File: config.mk
export PLATFORM = sky130hd
export DESIGN_NAME = bridge_cfg_channel_select
export DESIGN_NICKNAME = d
export VERILOG_FILES = /design/src/bridge_cfg_pkg.sv /design/src/bridge_cfg_channel_select.sv
export SDC_FILE = /design/constraint.sdc
export NUM_CORES = 1
export LEC_CHECK = 0
export ABC_CLOCK_PERIOD_IN_PS = 1600
export BUFFER_PORTS_ARGS = -buffer_cell sky130_fd_sc_hd__buf_2
export CORE_ASPECT_RATIO = 0.5
export CORE_MARGIN = 3
export CORE_UTILIZATION = 48
export DETAILED_ROUTE_END_ITERATION = 16
export PLACE_DENSITY = 0.77
export REMOVE_ABC_BUFFERS = 1
export SYNTH_ARGS = -nofsm -noshare
export SYNTH_HDL_FRONTEND = slang
export SYNTH_SLANG_ARGS = --single-unit
File: constraint.sdc
create_clock -name ref_clk_in -period 1.6 [get_ports ref_clk_in]
set_input_delay 0.08 -clock ref_clk_in [delete_from_list [all_inputs] [get_ports ref_clk_in]]
set_output_delay 0.08 -clock ref_clk_in [all_outputs]
set_load 0.1 [all_outputs]
File: src/bridge_cfg_pkg.sv
// Constants, types and code tables for the configuration and port
// selection command handler.
// Assumes a byte-level serial front end that delivers received bytes.
package bridge_cfg_pkg;

    // Command codes.
    localparam logic [7:0] CMD_DEVICE_RESET = 8'hF0;
    localparam logic [7:0] CMD_SET_POINTER  = 8'hE1;
    localparam logic [7:0] CMD_WRITE_CONFIG = 8'hD2;
    localparam logic [7:0] CMD_PORT_SELECT  = 8'hC3;

    // Pointer codes.
    localparam logic [7:0] PTR_CODE_STATUS  = 8'hF0;
    localparam logic [7:0] PTR_CODE_DATA    = 8'hE1;
    localparam logic [7:0] PTR_CODE_PORT    = 8'hD2;
    localparam logic [7:0] PTR_CODE_CONFIG  = 8'hC3;

    // Configuration byte layout: low nibble holds the settings.
    localparam int CFG_ACTIVE_PULLUP_BIT   = 0;
    localparam int CFG_PRESENCE_MASK_BIT   = 1;
    localparam int CFG_STRONG_PULLUP_BIT   = 2;
    localparam int CFG_SPEED_SELECT_BIT    = 3;
    localparam logic [3:0] CFG_READ_UPPER  = 4'h0;
    localparam logic [3:0] CFG_RESET_VALUE = 4'h0;
    localparam logic [2:0] PORT_RESET_VALUE = 3'h0;
    localparam int NUM_PORTS = 8;

    // Port selection codes, index is the port number.
    localparam logic [7:0] SEL_WRITE_CODE [NUM_PORTS] = '{
        8'hF0, 8'hE1, 8'hD2, 8'hC3, 8'hB4, 8'hA5, 8'h96, 8'h87};
    localparam logic [7:0] SEL_READ_CODE [NUM_PORTS] = '{
        8'hB8, 8'hB1, 8'hAA, 8'hA3, 8'h9C, 8'h95, 8'h8E, 8'h87};

    // Line feature settings.
    typedef struct packed {
        logic speed_select;
        logic strong_pullup_enable;
        logic presence_mask_enable;
        logic active_pullup_enable;
    } line_cfg_t;

    // Read pointer targets.
    typedef enum logic [1:0] {
        PTR_STATUS = 2'h0,
        PTR_DATA   = 2'h1,
        PTR_PORT   = 2'h2,
        PTR_CONFIG = 2'h3
    } read_ptr_t;

    // Command sequencer states, one-hot.
    typedef enum logic [3:0] {
        ST_IDLE    = 4'b0001,
        ST_PARAM   = 4'b0010,
        ST_ACKWAIT = 4'b0100,
        ST_IGNORE  = 4'b1000
    } cmd_state_t;

endpackage : bridge_cfg_pkg

File: src/bridge_cfg_channel_select.sv
// Command handler for configuration writes, port selection, read
// pointer setting and global device reset.
// Assumes a serial front end on ref_clk_in that pulses byte_valid_in
// once per received byte and drives the acknowledge bit from ack_out;
// the bus clock pin arrives unsynchronised on scl_in.
`timescale 1ns/1ns

// Function
// (RL1) Config write code D2h, one parameter byte.
// (RL2) Accept config only with complemented upper nibble.
// (RL3) Config read back has zero upper nibble.
// (RL4) Config loads at acknowledge rising edge.
// (RL5) Busy line refuses config and select commands.
// (RL6) Config write points reader at config register.
// (RL7) Config write updates exactly four settings.
// (RL8) Select code C3h picks one of eight ports.
// (RL9) Write codes F0h through 87h map ports.
// (RL10) Read back codes B8h through 87h per port.
// (RL11) Invalid selection code is refused, unchanged.
// (RL12) Selection loads at acknowledge rising edge.
// (RL13) Port select points reader at selection register.
// (RL14) Accepted config write clears reset indicator.
// (RL15) Global reset selects port zero, clears config.
// (RL16) Pointer codes C3h config, D2h selection.
// (RL17) Host polls busy flag before these commands.
module bridge_cfg_channel_select (
    input  wire logic                       ref_clk_in,
    input  wire logic                       reset_n_in,
    input  wire logic                       clk_en_in,
    input  wire logic                       scl_in,
    input  wire logic                       frame_start_in,
    input  wire logic                       byte_valid_in,
    input  wire logic [7:0]                 byte_in,
    input  wire logic                       line_busy_flag_in,
    input  wire logic [7:0]                 status_byte_in,
    input  wire logic [7:0]                 data_byte_in,
    output logic                            ack_out,
    output bridge_cfg_pkg::line_cfg_t       line_cfg_out,
    output logic [2:0]                      active_port_out,
    output bridge_cfg_pkg::read_ptr_t       read_ptr_out,
    output logic [7:0]                      read_byte_out,
    output logic                            reset_flag_out,
    output logic                            line_reset_out
);
    import bridge_cfg_pkg::*;

    logic        scl_meta_q;
    logic        scl_sync_q;
    logic        scl_prev_q;
    logic        scl_rise;
    cmd_state_t  state_q;
    cmd_state_t  state_d;
    logic [7:0]  cmd_q;
    logic [7:0]  cmd_d;
    logic [7:0]  param_q;
    logic [7:0]  param_d;
    logic        ack_q;
    logic        ack_d;
    line_cfg_t   cfg_q;
    line_cfg_t   cfg_d;
    logic [2:0]  port_q;
    logic [2:0]  port_d;
    read_ptr_t   ptr_q;
    read_ptr_t   ptr_d;
    logic        rst_flag_q;
    logic        rst_flag_d;
    logic        line_reset_q;
    logic        line_reset_d;
    logic [7:0]  read_byte_q;
    logic [7:0]  read_byte_d;
    logic [7:0]  sel_match;
    logic        sel_valid;
    logic [2:0]  sel_port;
    logic        cfg_valid;
    logic        ptr_valid;
    read_ptr_t   ptr_decoded;

    // Bus clock pin synchroniser; only the second and third stages feed logic.
    always_ff @(posedge ref_clk_in or negedge reset_n_in) begin
        if (!reset_n_in) begin
            scl_meta_q <= 1'b0;
            scl_sync_q <= 1'b0;
            scl_prev_q <= 1'b0;
        end else if (clk_en_in) begin
            scl_meta_q <= scl_in;
            scl_sync_q <= scl_meta_q;
            scl_prev_q <= scl_sync_q;
        end
    end

    assign scl_rise = scl_sync_q & ~scl_prev_q;

    // Per-entry compare of the parameter against the selection codes.
    for (genvar i = 0; i < NUM_PORTS; i++) begin : g_sel
        assign sel_match[i] = (byte_in == SEL_WRITE_CODE[i]); // RL9
    end

    // Encodes the matching port; at most one code can match.
    always_comb begin
        sel_port = 3'h0;
        for (int j = 0; j < NUM_PORTS; j++) begin
            if (sel_match[j]) begin
                sel_port = j[2:0];
            end
        end
    end

    assign sel_valid = |sel_match;
    assign cfg_valid = (byte_in[7:4] == ~byte_in[3:0]); // RL2

    // Decodes a pointer code into its register target.
    always_comb begin
        ptr_valid   = 1'b1;
        ptr_decoded = PTR_STATUS;
        case (byte_in)
            PTR_CODE_STATUS: ptr_decoded = PTR_STATUS;
            PTR_CODE_DATA:   ptr_decoded = PTR_DATA;
            PTR_CODE_PORT:   ptr_decoded = PTR_PORT;   // RL16
            PTR_CODE_CONFIG: ptr_decoded = PTR_CONFIG; // RL16
            default:         ptr_valid   = 1'b0;
        endcase
    end

    // Command sequencer: decides the acknowledge for each byte and
    // commits the pending update on the acknowledge bit rising edge.
    always_comb begin
        state_d      = state_q;
        cmd_d        = cmd_q;
        param_d      = param_q;
        ack_d        = ack_q;
        cfg_d        = cfg_q;
        port_d       = port_q;
        ptr_d        = ptr_q;
        rst_flag_d   = rst_flag_q;
        line_reset_d = 1'b0;
        if (frame_start_in) begin
            state_d = ST_IDLE;
            ack_d   = 1'b0;
        end else begin
            case (state_q)
                ST_IDLE: begin
                    if (byte_valid_in) begin
                        cmd_d = byte_in;
                        case (byte_in)
                            CMD_WRITE_CONFIG,
                            CMD_PORT_SELECT: begin // RL1 RL8
                                if (line_busy_flag_in) begin // RL5
                                    ack_d   = 1'b0;
                                    state_d = ST_IGNORE;
                                end else begin
                                    ack_d   = 1'b1;
                                    state_d = ST_PARAM;
                                end
                            end
                            CMD_SET_POINTER: begin
                                ack_d   = 1'b1;
                                state_d = ST_PARAM;
                            end
                            CMD_DEVICE_RESET: begin
                                ack_d   = 1'b1;
                                state_d = ST_ACKWAIT;
                            end
                            default: begin
                                ack_d   = 1'b0;
                                state_d = ST_IGNORE;
                            end
                        endcase
                    end
                end
                ST_PARAM: begin
                    if (byte_valid_in) begin
                        param_d = byte_in;
                        if ((cmd_q == CMD_WRITE_CONFIG && cfg_valid) ||
                            (cmd_q == CMD_PORT_SELECT && sel_valid) ||
                            (cmd_q == CMD_SET_POINTER && ptr_valid)) begin
                            ack_d   = 1'b1;
                            state_d = ST_ACKWAIT;
                        end else begin
                            ack_d   = 1'b0; // RL2 RL11
                            state_d = ST_IGNORE;
                        end
                        if (cmd_q == CMD_PORT_SELECT) begin
                            param_d = {5'h00, sel_port};
                        end else if (cmd_q == CMD_SET_POINTER) begin
                            param_d = {6'h00, ptr_decoded};
                        end
                    end
                end
                ST_ACKWAIT: begin
                    if (scl_rise) begin
                        state_d = ST_IDLE;
                        case (cmd_q)
                            CMD_WRITE_CONFIG: begin
                                cfg_d      = param_q[3:0]; // RL4 RL7
                                ptr_d      = PTR_CONFIG;   // RL6
                                rst_flag_d = 1'b0;         // RL14
                            end
                            CMD_PORT_SELECT: begin
                                port_d = param_q[2:0]; // RL12
                                ptr_d  = PTR_PORT;     // RL13
                            end
                            CMD_SET_POINTER: begin
                                ptr_d = read_ptr_t'(param_q[1:0]);
                            end
                            default: begin
                                cfg_d        = CFG_RESET_VALUE;  // RL15
                                port_d       = PORT_RESET_VALUE; // RL15
                                ptr_d        = PTR_STATUS;
                                rst_flag_d   = 1'b1;
                                line_reset_d = 1'b1;
                            end
                        endcase
                    end
                end
                ST_IGNORE: begin
                    if (byte_valid_in) begin
                        ack_d = 1'b0; // RL5
                    end
                end
                default: begin
                    state_d = ST_IDLE;
                end
            endcase
        end
    end

    // Read data multiplexer at the read pointer.
    always_comb begin
        case (ptr_q)
            PTR_CONFIG: read_byte_d = {CFG_READ_UPPER, cfg_q}; // RL3
            PTR_PORT:   read_byte_d = SEL_READ_CODE[port_q];  // RL10
            PTR_DATA:   read_byte_d = data_byte_in;
            default:    read_byte_d = status_byte_in;
        endcase
    end

    // Register stage for the sequencer and the visible settings.
    always_ff @(posedge ref_clk_in or negedge reset_n_in) begin
        if (!reset_n_in) begin
            state_q      <= ST_IDLE;
            cmd_q        <= 8'h00;
            param_q      <= 8'h00;
            ack_q        <= 1'b0;
            cfg_q        <= CFG_RESET_VALUE;
            port_q       <= PORT_RESET_VALUE;
            ptr_q        <= PTR_STATUS;
            rst_flag_q   <= 1'b1;
            line_reset_q <= 1'b0;
            read_byte_q  <= 8'h00;
        end else if (clk_en_in) begin
            state_q      <= state_d;
            cmd_q        <= cmd_d;
            param_q      <= param_d;
            ack_q        <= ack_d;
            cfg_q        <= cfg_d;
            port_q       <= port_d;
            ptr_q        <= ptr_d;
            rst_flag_q   <= rst_flag_d;
            line_reset_q <= line_reset_d;
            read_byte_q  <= read_byte_d;
        end
    end

    assign ack_out         = ack_q;
    assign line_cfg_out    = cfg_q;
    assign active_port_out = port_q;
    assign read_ptr_out    = ptr_q;
    assign read_byte_out   = read_byte_q;
    assign reset_flag_out  = rst_flag_q;
    assign line_reset_out  = line_reset_q;

endmodule : bridge_cfg_channel_select

==> impl_metrics.env, run 1 <==
export IMPL_outcome="finished with violations"
export IMPL_violations="negative setup slack"
export IMPL_grt_pass1_wl_mm=8.54
export IMPL_drt_initial_drc_count=69
export IMPL_reg2reg_slack_ns=-0.10
export IMPL_async_reset_ff_frac=1.00
export IMPL_p_switching_w=0.000961
export IMPL_final_nets=323
export IMPL_ys_flop_type="dfrtp_1"
export IMPL_p_seq_frac=0.423
export IMPL_path_clk_slew_ns=0.08
export IMPL_startpoint_type="flip-flop"
export IMPL_synth_common_cells="dfrtp_1, nand2_1, nor2_1"
export IMPL_cts_buffers=5
export IMPL_setup_slack_ns=-0.102
export IMPL_intPower_w=0.00196
export IMPL_yosys_area_top_type_share=0.416
export IMPL_drc_errors=0
export IMPL_syn_area_um2=2220
export IMPL_cpPeakStageDelay_ns=0.40
export IMPL_cp_slowest_cell="dfrtp_1"
export IMPL_port_buffers=50
export IMPL_required_ns=1.80
export IMPL_end_kind="flip-flop"
export IMPL_wl_met1_mm=2.60
export IMPL_ant_nets=0
export IMPL_pre_cts_ws_ns=-0.180
export IMPL_critPathKind="flip-flop to flip-flop"
export IMPL_cts_root_buf="clkbuf_8"
export IMPL_cts_sinks=39
export IMPL_hold_class="input port to flip-flop"
export IMPL_worstMarginPinSlew_ns=0.497
export IMPL_route_met3_wl_um=222
export IMPL_insertion_delay_ns=0.29
export IMPL_met2_length_mm=2.45
export IMPL_h_tree_depth=2
export IMPL_power_density_nw_per_um2=1040
export IMPL_fin_crit_ns=1.70
export IMPL_wl_mm=5.29
export IMPL_ys_warn_count=0
export IMPL_p_leak_nw=1.23
export IMPL_hpwl_mm=3.90
export IMPL_grt_overflow=0
export IMPL_first_pass_iters=4
export IMPL_routed_via_density=5.43
export IMPL_setup_viol=3
export IMPL_ys_seq_area_frac=0.440
export IMPL_track_usage=0.203
export IMPL_antenna_found_initial=0
export IMPL_diodes=0
export IMPL_core_area_um2=4160
export IMPL_area_delta_synth_final_pct=26.0
export IMPL_final_core_util=0.673
export IMPL_rows=16
export IMPL_rsz0062_at_grt="yes"
export IMPL_place_gp_congestion=0.969
export IMPL_worstPathMaxFanout=3
export IMPL_crit_buf_inv=0
export IMPL_drv_cap=0
export IMPL_dr_max_layer_used="met4"
export IMPL_syn_inst=225
export IMPL_cp_top_family="compound AO/OA/AOI/OAI gates"
export IMPL_drive_gt1_frac=0.390
export IMPL_avgSynthCellArea_um2=9.89
export IMPL_synth_edff_count=0
export IMPL_synth_most_common_cell="dfrtp_1"
export IMPL_fmax_ghz=0.588
export IMPL_cts_tree="yes"
export IMPL_synthTopCellsByArea="dfrtp_1, mux2_2, o21ai_0"
export IMPL_yosysUniqueCellTypes=45
export IMPL_via_count=1879
export IMPL_ys_ff_latch=39
export IMPL_fin_worst_skew_ns=0.00776
export IMPL_yosysTopAreaCell="dfrtp_1"
export IMPL_final_hold_violation_count=0
export IMPL_grt_pass1_vias=1804
export IMPL_dieArea_um2=5540
export IMPL_dieWidth_um=102
export IMPL_pwr_share_clk=0.275
export IMPL_min_period_over_period=1.06
export IMPL_switching_share=0.329
export IMPL_grt_start_max_net_pins=40
export IMPL_routedWlPerCell_um=15.3
export IMPL_cp_arrival_ns=1.91
export IMPL_relSlewSlack=0.668
export IMPL_vdd_drop_max_mv=0.661
export IMPL_die_h_um=54.1
export IMPL_setup_tns_final_ns=-0.190
export IMPL_pwr_share_comb=0.302
export IMPL_ios=51
export IMPL_drv_slew=0
export IMPL_clk_path_buf_depth=2
export IMPL_initial_core_util=0.534
export IMPL_crit_chain="nand2b_4, or3_4, a2111oi_4, o21bai_2, a221oi_2"
## placed cells by master (no fill, tap or decap), types with 4 or more instances in the layout
cell type	instances
a21oi_1	6
xor2_1	4
nand2b_1	7
o21ai_0	19
a31oi_1	4
dfrtp_1	36
xnor2_1	5
mux2_2	17
inv_1	13
nand2_1	22
nand3_1	6
nor2b_1	8
mux4_2	4
buf_2	50
mux2i_1	4
buf_4	20
clkbuf_8	5
nor2_1	18
## power by group through the flow
stage / logic [W] / clock network [W] / registers, W
floorplan: 0.000380 / 0 / 0.00141
global route: 0.000954 / 0.000846 / 0.00126
detailed placement: 0.000806 / 0 / 0.00124
finish: 0.000884 / 0.000802 / 0.00124
CTS: 0.000852 / 0.000808 / 0.00123
global placement: 0.000789 / 0 / 0.00123
## area by class of cell
type / count / area, um2
clock buffers: 6 / 72.6
clock inverters: 1 / 30.0
fillers: 330 / 1360
inverters: 13 / 48.8
multi-input cells: 162 / 1190
flip-flops and latches: 39 / 980
well taps: 54 / 67.6
repair buffers: 71 / 410
## kinds of logic (layout without fill, tap and decap cells)
group | count (synthesis) | after routing | synth area share
DFF | 39 | 39 | 0.440
xor gates and xnor gates | 9 | 9 | 0.0354
muxes | 25 | 25 | 0.145
AOI/OAI and AO/OA | 48 | 48 | 0.152
buffers and inverters | 24 | 91 | 0.0411
and+or+nand+nor | 80 | 80 | 0.187
## worst paths after layout
check | from | end | depth (start not counted)
min in group asynchronous | reset_n_in | ack_out$_DFFE_PN0P_ | 3
setup / recovery | cmd_q[0]$_DFFE_PN0P_ | ack_out$_DFFE_PN0P_ | 5
max in group asynchronous | reset_n_in | state_q[3]$_DFFE_PN0P_ | 3
hold / removal | scl_in | scl_meta_q$_DFFE_PN0P_ | 2
setup reg to reg | cmd_q[0]$_DFFE_PN0P_ | ack_out$_DFFE_PN0P_ | 5
hold reg to reg | reset_flag_out$_DFFE_PN1P_ | reset_flag_out$_DFFE_PN1P_ | 2
## sequential cells by signal, indices dropped and copies added, names as in the netlist, 2 cells and up
register         flops
read_byte_out        8
active_port_out      3
state_q              4
line_cfg_out         4
cmd_q                8
read_ptr_out         2
param_q              4
## per-layer routing
metal,GRT usage,up-vias
met5,0,-
met4,0.0392,0
met3,0.0388,5
met2,0.343,45
met1,0.279,898
li1,-,931
## stage by stage
stage | hold WS [ns] | area, um2 | total power [W] | instances
after floorplan | -0.216 | 2180 | 0.00179 | 214
after global placement | 0.150 | 2620 | 0.00202 | 334
after detailed placement | 0.165 | 2620 | 0.00205 | 334
after CTS | 0.0199 | 2780 | 0.00289 | 344
after global routing | 0.0209 | 2800 | 0.00306 | 346
final | 0.0186 | 2800 | 0.00292 | 346
## timing repair
action                                 CTS  global route
setup endpoints to repair               13            25
gates resized for setup                  5             4
pin swaps                                3             1
setup buffers                            2             2
endpoints found under the hold margin   37             0
hold buffers                             1             0
## worst register-to-register path: stages (launching register included)
cell	delay (ns)
dfrtp_1	0.40
nand2b_4	0.15
or3_4	0.39
a2111oi_4	0.34
o21bai_2	0.11
a221oi_2	0.22
Note: power is estimated with default switching activity, not from simulation.
==> run 2, diff against run 1 <==
- ABC_AREA: default -> 1
- BUFFER_PORTS_ARGS: -buffer_cell sky130_fd_sc_hd__buf_2 -> default
- CORE_UTILIZATION: 48 -> 59
- CTS_BUF_LIST: default -> sky130_fd_sc_hd__clkbuf_8
- DONT_BUFFER_PORTS: default -> 1
- PLACE_DENSITY: 0.77 -> 0.8
==> run 2 against run 1 <==
- the run now ends clean
- first-iteration DRC count up 59%
- worst hold slack worse by 0.018 ns
- maximum frequency up 15%
- cell count rose by 14%
- total power shrank 11%
- sequential power hardly changed
- worst setup slack improved by 0.22 ns
- die area down 14%
- utilization up 9.8 points
- design area is 1.4% lower
- clock power decreased by 16%
- largest cell class unchanged
==> impl_metrics.env, run 2 <==
export IMPL_fin_crit_ns=1.48
export IMPL_placed_cell_area_um2=2500
export IMPL_worstPathMaxFanout=6
export IMPL_synth_common_cells="nand2_1, dfrtp_1, nor2_1"
export IMPL_cpPeakStageDelay_ns=0.55
export IMPL_diodes=0
export IMPL_clk_path_buf_depth=2
export IMPL_synth_compound_area_frac=0.146
export IMPL_syn_area_um2=2310
export IMPL_place_gp_congestion=0.978
export IMPL_setup_viol=0
export IMPL_grt_pass1_wl_mm=8.99
export IMPL_track_usage=0.249
export IMPL_h_tree_depth=2
export IMPL_core_area_um2=3580
export IMPL_drv_slew=0
export IMPL_power_density_nw_per_um2=941
export IMPL_startpoint_type="flip-flop"
export IMPL_drive_gt1_frac=0.225
export IMPL_postCtsSetupBuffers=0
export IMPL_pre_cts_ws_ns=0.154
export IMPL_wl_mm=5.60
export IMPL_dieArea_um2=4740
export IMPL_drv_cap=0
export IMPL_end_kind="flip-flop"
export IMPL_drt_initial_drc_count=110
export IMPL_crit_chain="inv_1, nand3_1, inv_2, nand2_1, nand3_2, nor3_1, nand3_1, nand3_1"
export IMPL_grt_pass1_vias=1933
export IMPL_cts_root_buf="clkbuf_8"
export IMPL_p_leak_nw=1.35
export IMPL_ys_ff_latch=39
export IMPL_vdd_drop_max_mv=0.771
export IMPL_avgSynthCellArea_um2=7.64
export IMPL_insertion_delay_ns=0.30
export IMPL_relSlewSlack=0.706
export IMPL_synth_most_common_cell="nand2_1"
export IMPL_yosys_area_top_type_share=0.401
export IMPL_fin_worst_skew_ns=0.00512
export IMPL_synth_xor_area_share=0
export IMPL_met2_usage=0.363
export IMPL_rsz0062_at_grt="no"
export IMPL_p_total_w=0.00260
export IMPL_synth_simple_area_share=0.355
export IMPL_ant_nets=0
export IMPL_outcome="complete, no violations"
export IMPL_routedWlPerCell_um=14.3
export IMPL_cts_tree="yes"
export IMPL_rows=15
export IMPL_grt_overflow=0
export IMPL_cts_buffers=5
export IMPL_final_cell_area_um2=2760
export IMPL_critPathKind="flip-flop to flip-flop"
export IMPL_yosysTopAreaCell="dfrtp_1"
export IMPL_dieWidth_um=94.4
export IMPL_antenna_found_initial=0
export IMPL_cp_arrival_ns=1.72
export IMPL_synthTopCellsByArea="dfrtp_1, nand2_1, nor2_1"
export IMPL_final_hold_violation_count=0
export IMPL_ys_warn_count=0
export IMPL_hpwl_mm=4.00
export IMPL_initial_core_util=0.644
export IMPL_layout_commonest_cell="nand2_1"
export IMPL_cts_sinks=39
export IMPL_whs_path_depth=2
export IMPL_area_delta_synth_final_pct=19.8
export IMPL_cp_slowest_cell="dfstp_2"
export IMPL_routed_via_density=5.61
export IMPL_final_cell_mix="nand2_1, dfrtp_1, nor2_1, inv_1, buf_4"
export IMPL_async_reset_ff_frac=1.00
export IMPL_drc_errors=0
export IMPL_timing_hold_ws_ns=0.000936
export IMPL_cpMostUsedCell="nand3_1"
export IMPL_synth_top_family_by_area="simple AND/OR/NAND/NOR gates"
export IMPL_first_pass_iters=5
export IMPL_fmax_ghz=0.677
export IMPL_ios=51
export IMPL_hold_class="input port to flip-flop"
export IMPL_r2r_cells=8
export IMPL_syn_inst=302
export IMPL_synth_area_mux_share=0
export IMPL_required_ns=1.84
export IMPL_ys_seq_area_frac=0.424
export IMPL_via_count=2205
export IMPL_yosysUniqueCellTypes=34
export IMPL_port_buffers=0
export IMPL_final_nets=372
export IMPL_ys_flop_type="dfrtp_1"
export IMPL_path_clk_slew_ns=0.08
export IMPL_setup_slack_ns=0.123
export IMPL_die_h_um=50.2
export IMPL_grt_busiest_layer="met2"
export IMPL_grt_start_max_net_pins=40
export IMPL_min_period_over_period=0.923
export IMPL_worstMarginPinSlew_ns=0.439
export IMPL_grt_use_met3=0.0883
export IMPL_met1_usage=0.360
export IMPL_synth_edff_count=0
export IMPL_synthAdderAreaFrac=0
==> run 2: cell types whose count changed after synthesis, moves of 7 or more <==
cell and change:
nor2_4 +7, nand3_1 +7, nor2b_1 -8, mux2_2 -17, nand2b_1 -9, o21ai_0 -7
inv_1 +8, o21ai_1 +18, clkbuf_1 -8, o31ai_1 +7, inv_2 +17, nand2_1 +66
==> run 2: cells by family (layout without fill, tap and decap cells) <==
| logic type | Yosys count | in the layout |
|---|---|---|
| and+or+nand+nor | 164 | 164 |
| buffers and inverters | 43 | 83 |
| DFF | 39 | 39 |
| AOI/OAI and AO/OA | 56 | 56 |
==> run 2: worst paths after layout <==
| check | from | endpoint | slack, ns |
|---|---|---|---|
| max in group asynchronous | reset_n_in | state_q[0]$_DFFE_PN1P_ | 1.12 |
| worst min register to register | reset_flag_out$_DFFE_PN1P_ | reset_flag_out$_DFFE_PN1P_ | 0.48 |
| worst min-delay path | status_byte_in[2] | read_byte_out[2]$_DFFE_PN0P_ | 0.0009 |
| worst max register to register | state_q[0]$_DFFE_PN1P_ | state_q[2]$_DFFE_PN0P_ | 0.12 |
| min in group asynchronous | reset_n_in | read_byte_out[3]$_DFFE_PN0P_ | 0.23 |
| worst max-delay path | state_q[0]$_DFFE_PN1P_ | state_q[2]$_DFFE_PN0P_ | 0.12 |
==> run 2: critical path: cells and delay by family, from the launching register on <==
kind                   cells  cell delay [ns]
DFF                        1             0.55
buffers and inverters      2             0.14
and+or+nand+nor            6             0.72
==> run 2: power by group <==
group / internal, W / total (W) / switching, W
sequential: 0.00112 / 0.00126 / 0.000137
combinational: 0.000221 / 0.000663 / 0.000443
clock: 0.000303 / 0.000677 / 0.000374
==> run 2: what timing repair did <==
item	in CTS	in global routing
endpoints found under the hold margin	53	1
gates resized for setup	0	2
endpoints found under the setup margin	0	3
hold buffers	14	1
==> run 2: layout make-up <==
cell class,instances,area [um2]
Clock buffer,5,68.8
Clock inverter,3,20.0
Fill cell,273,821
Inverter,40,154
Multi-Input combinational cell,220,1170
Sequential cell,39,978
Tap cell,51,63.8
Timing Repair Buffer,35,310
==> run 2: routing by layer <==
metal	vias to the layer above	wire length, um
li1	1074	-
met1	1011	2570
met2	111	2320
met3	9	670
met4	0	46
met5	-	0
==> run 2: per-stage QoR <==
step | util | TNS, ns | instances
floorplan | - | -1.20 | 299
global placement | 0.698 | 0 | 370
detailed placement | 0.698 | 0 | 370
CTS | 0.764 | 0 | 392
global route | 0.771 | 0 | 393
finish | 0.771 | 0 | 393
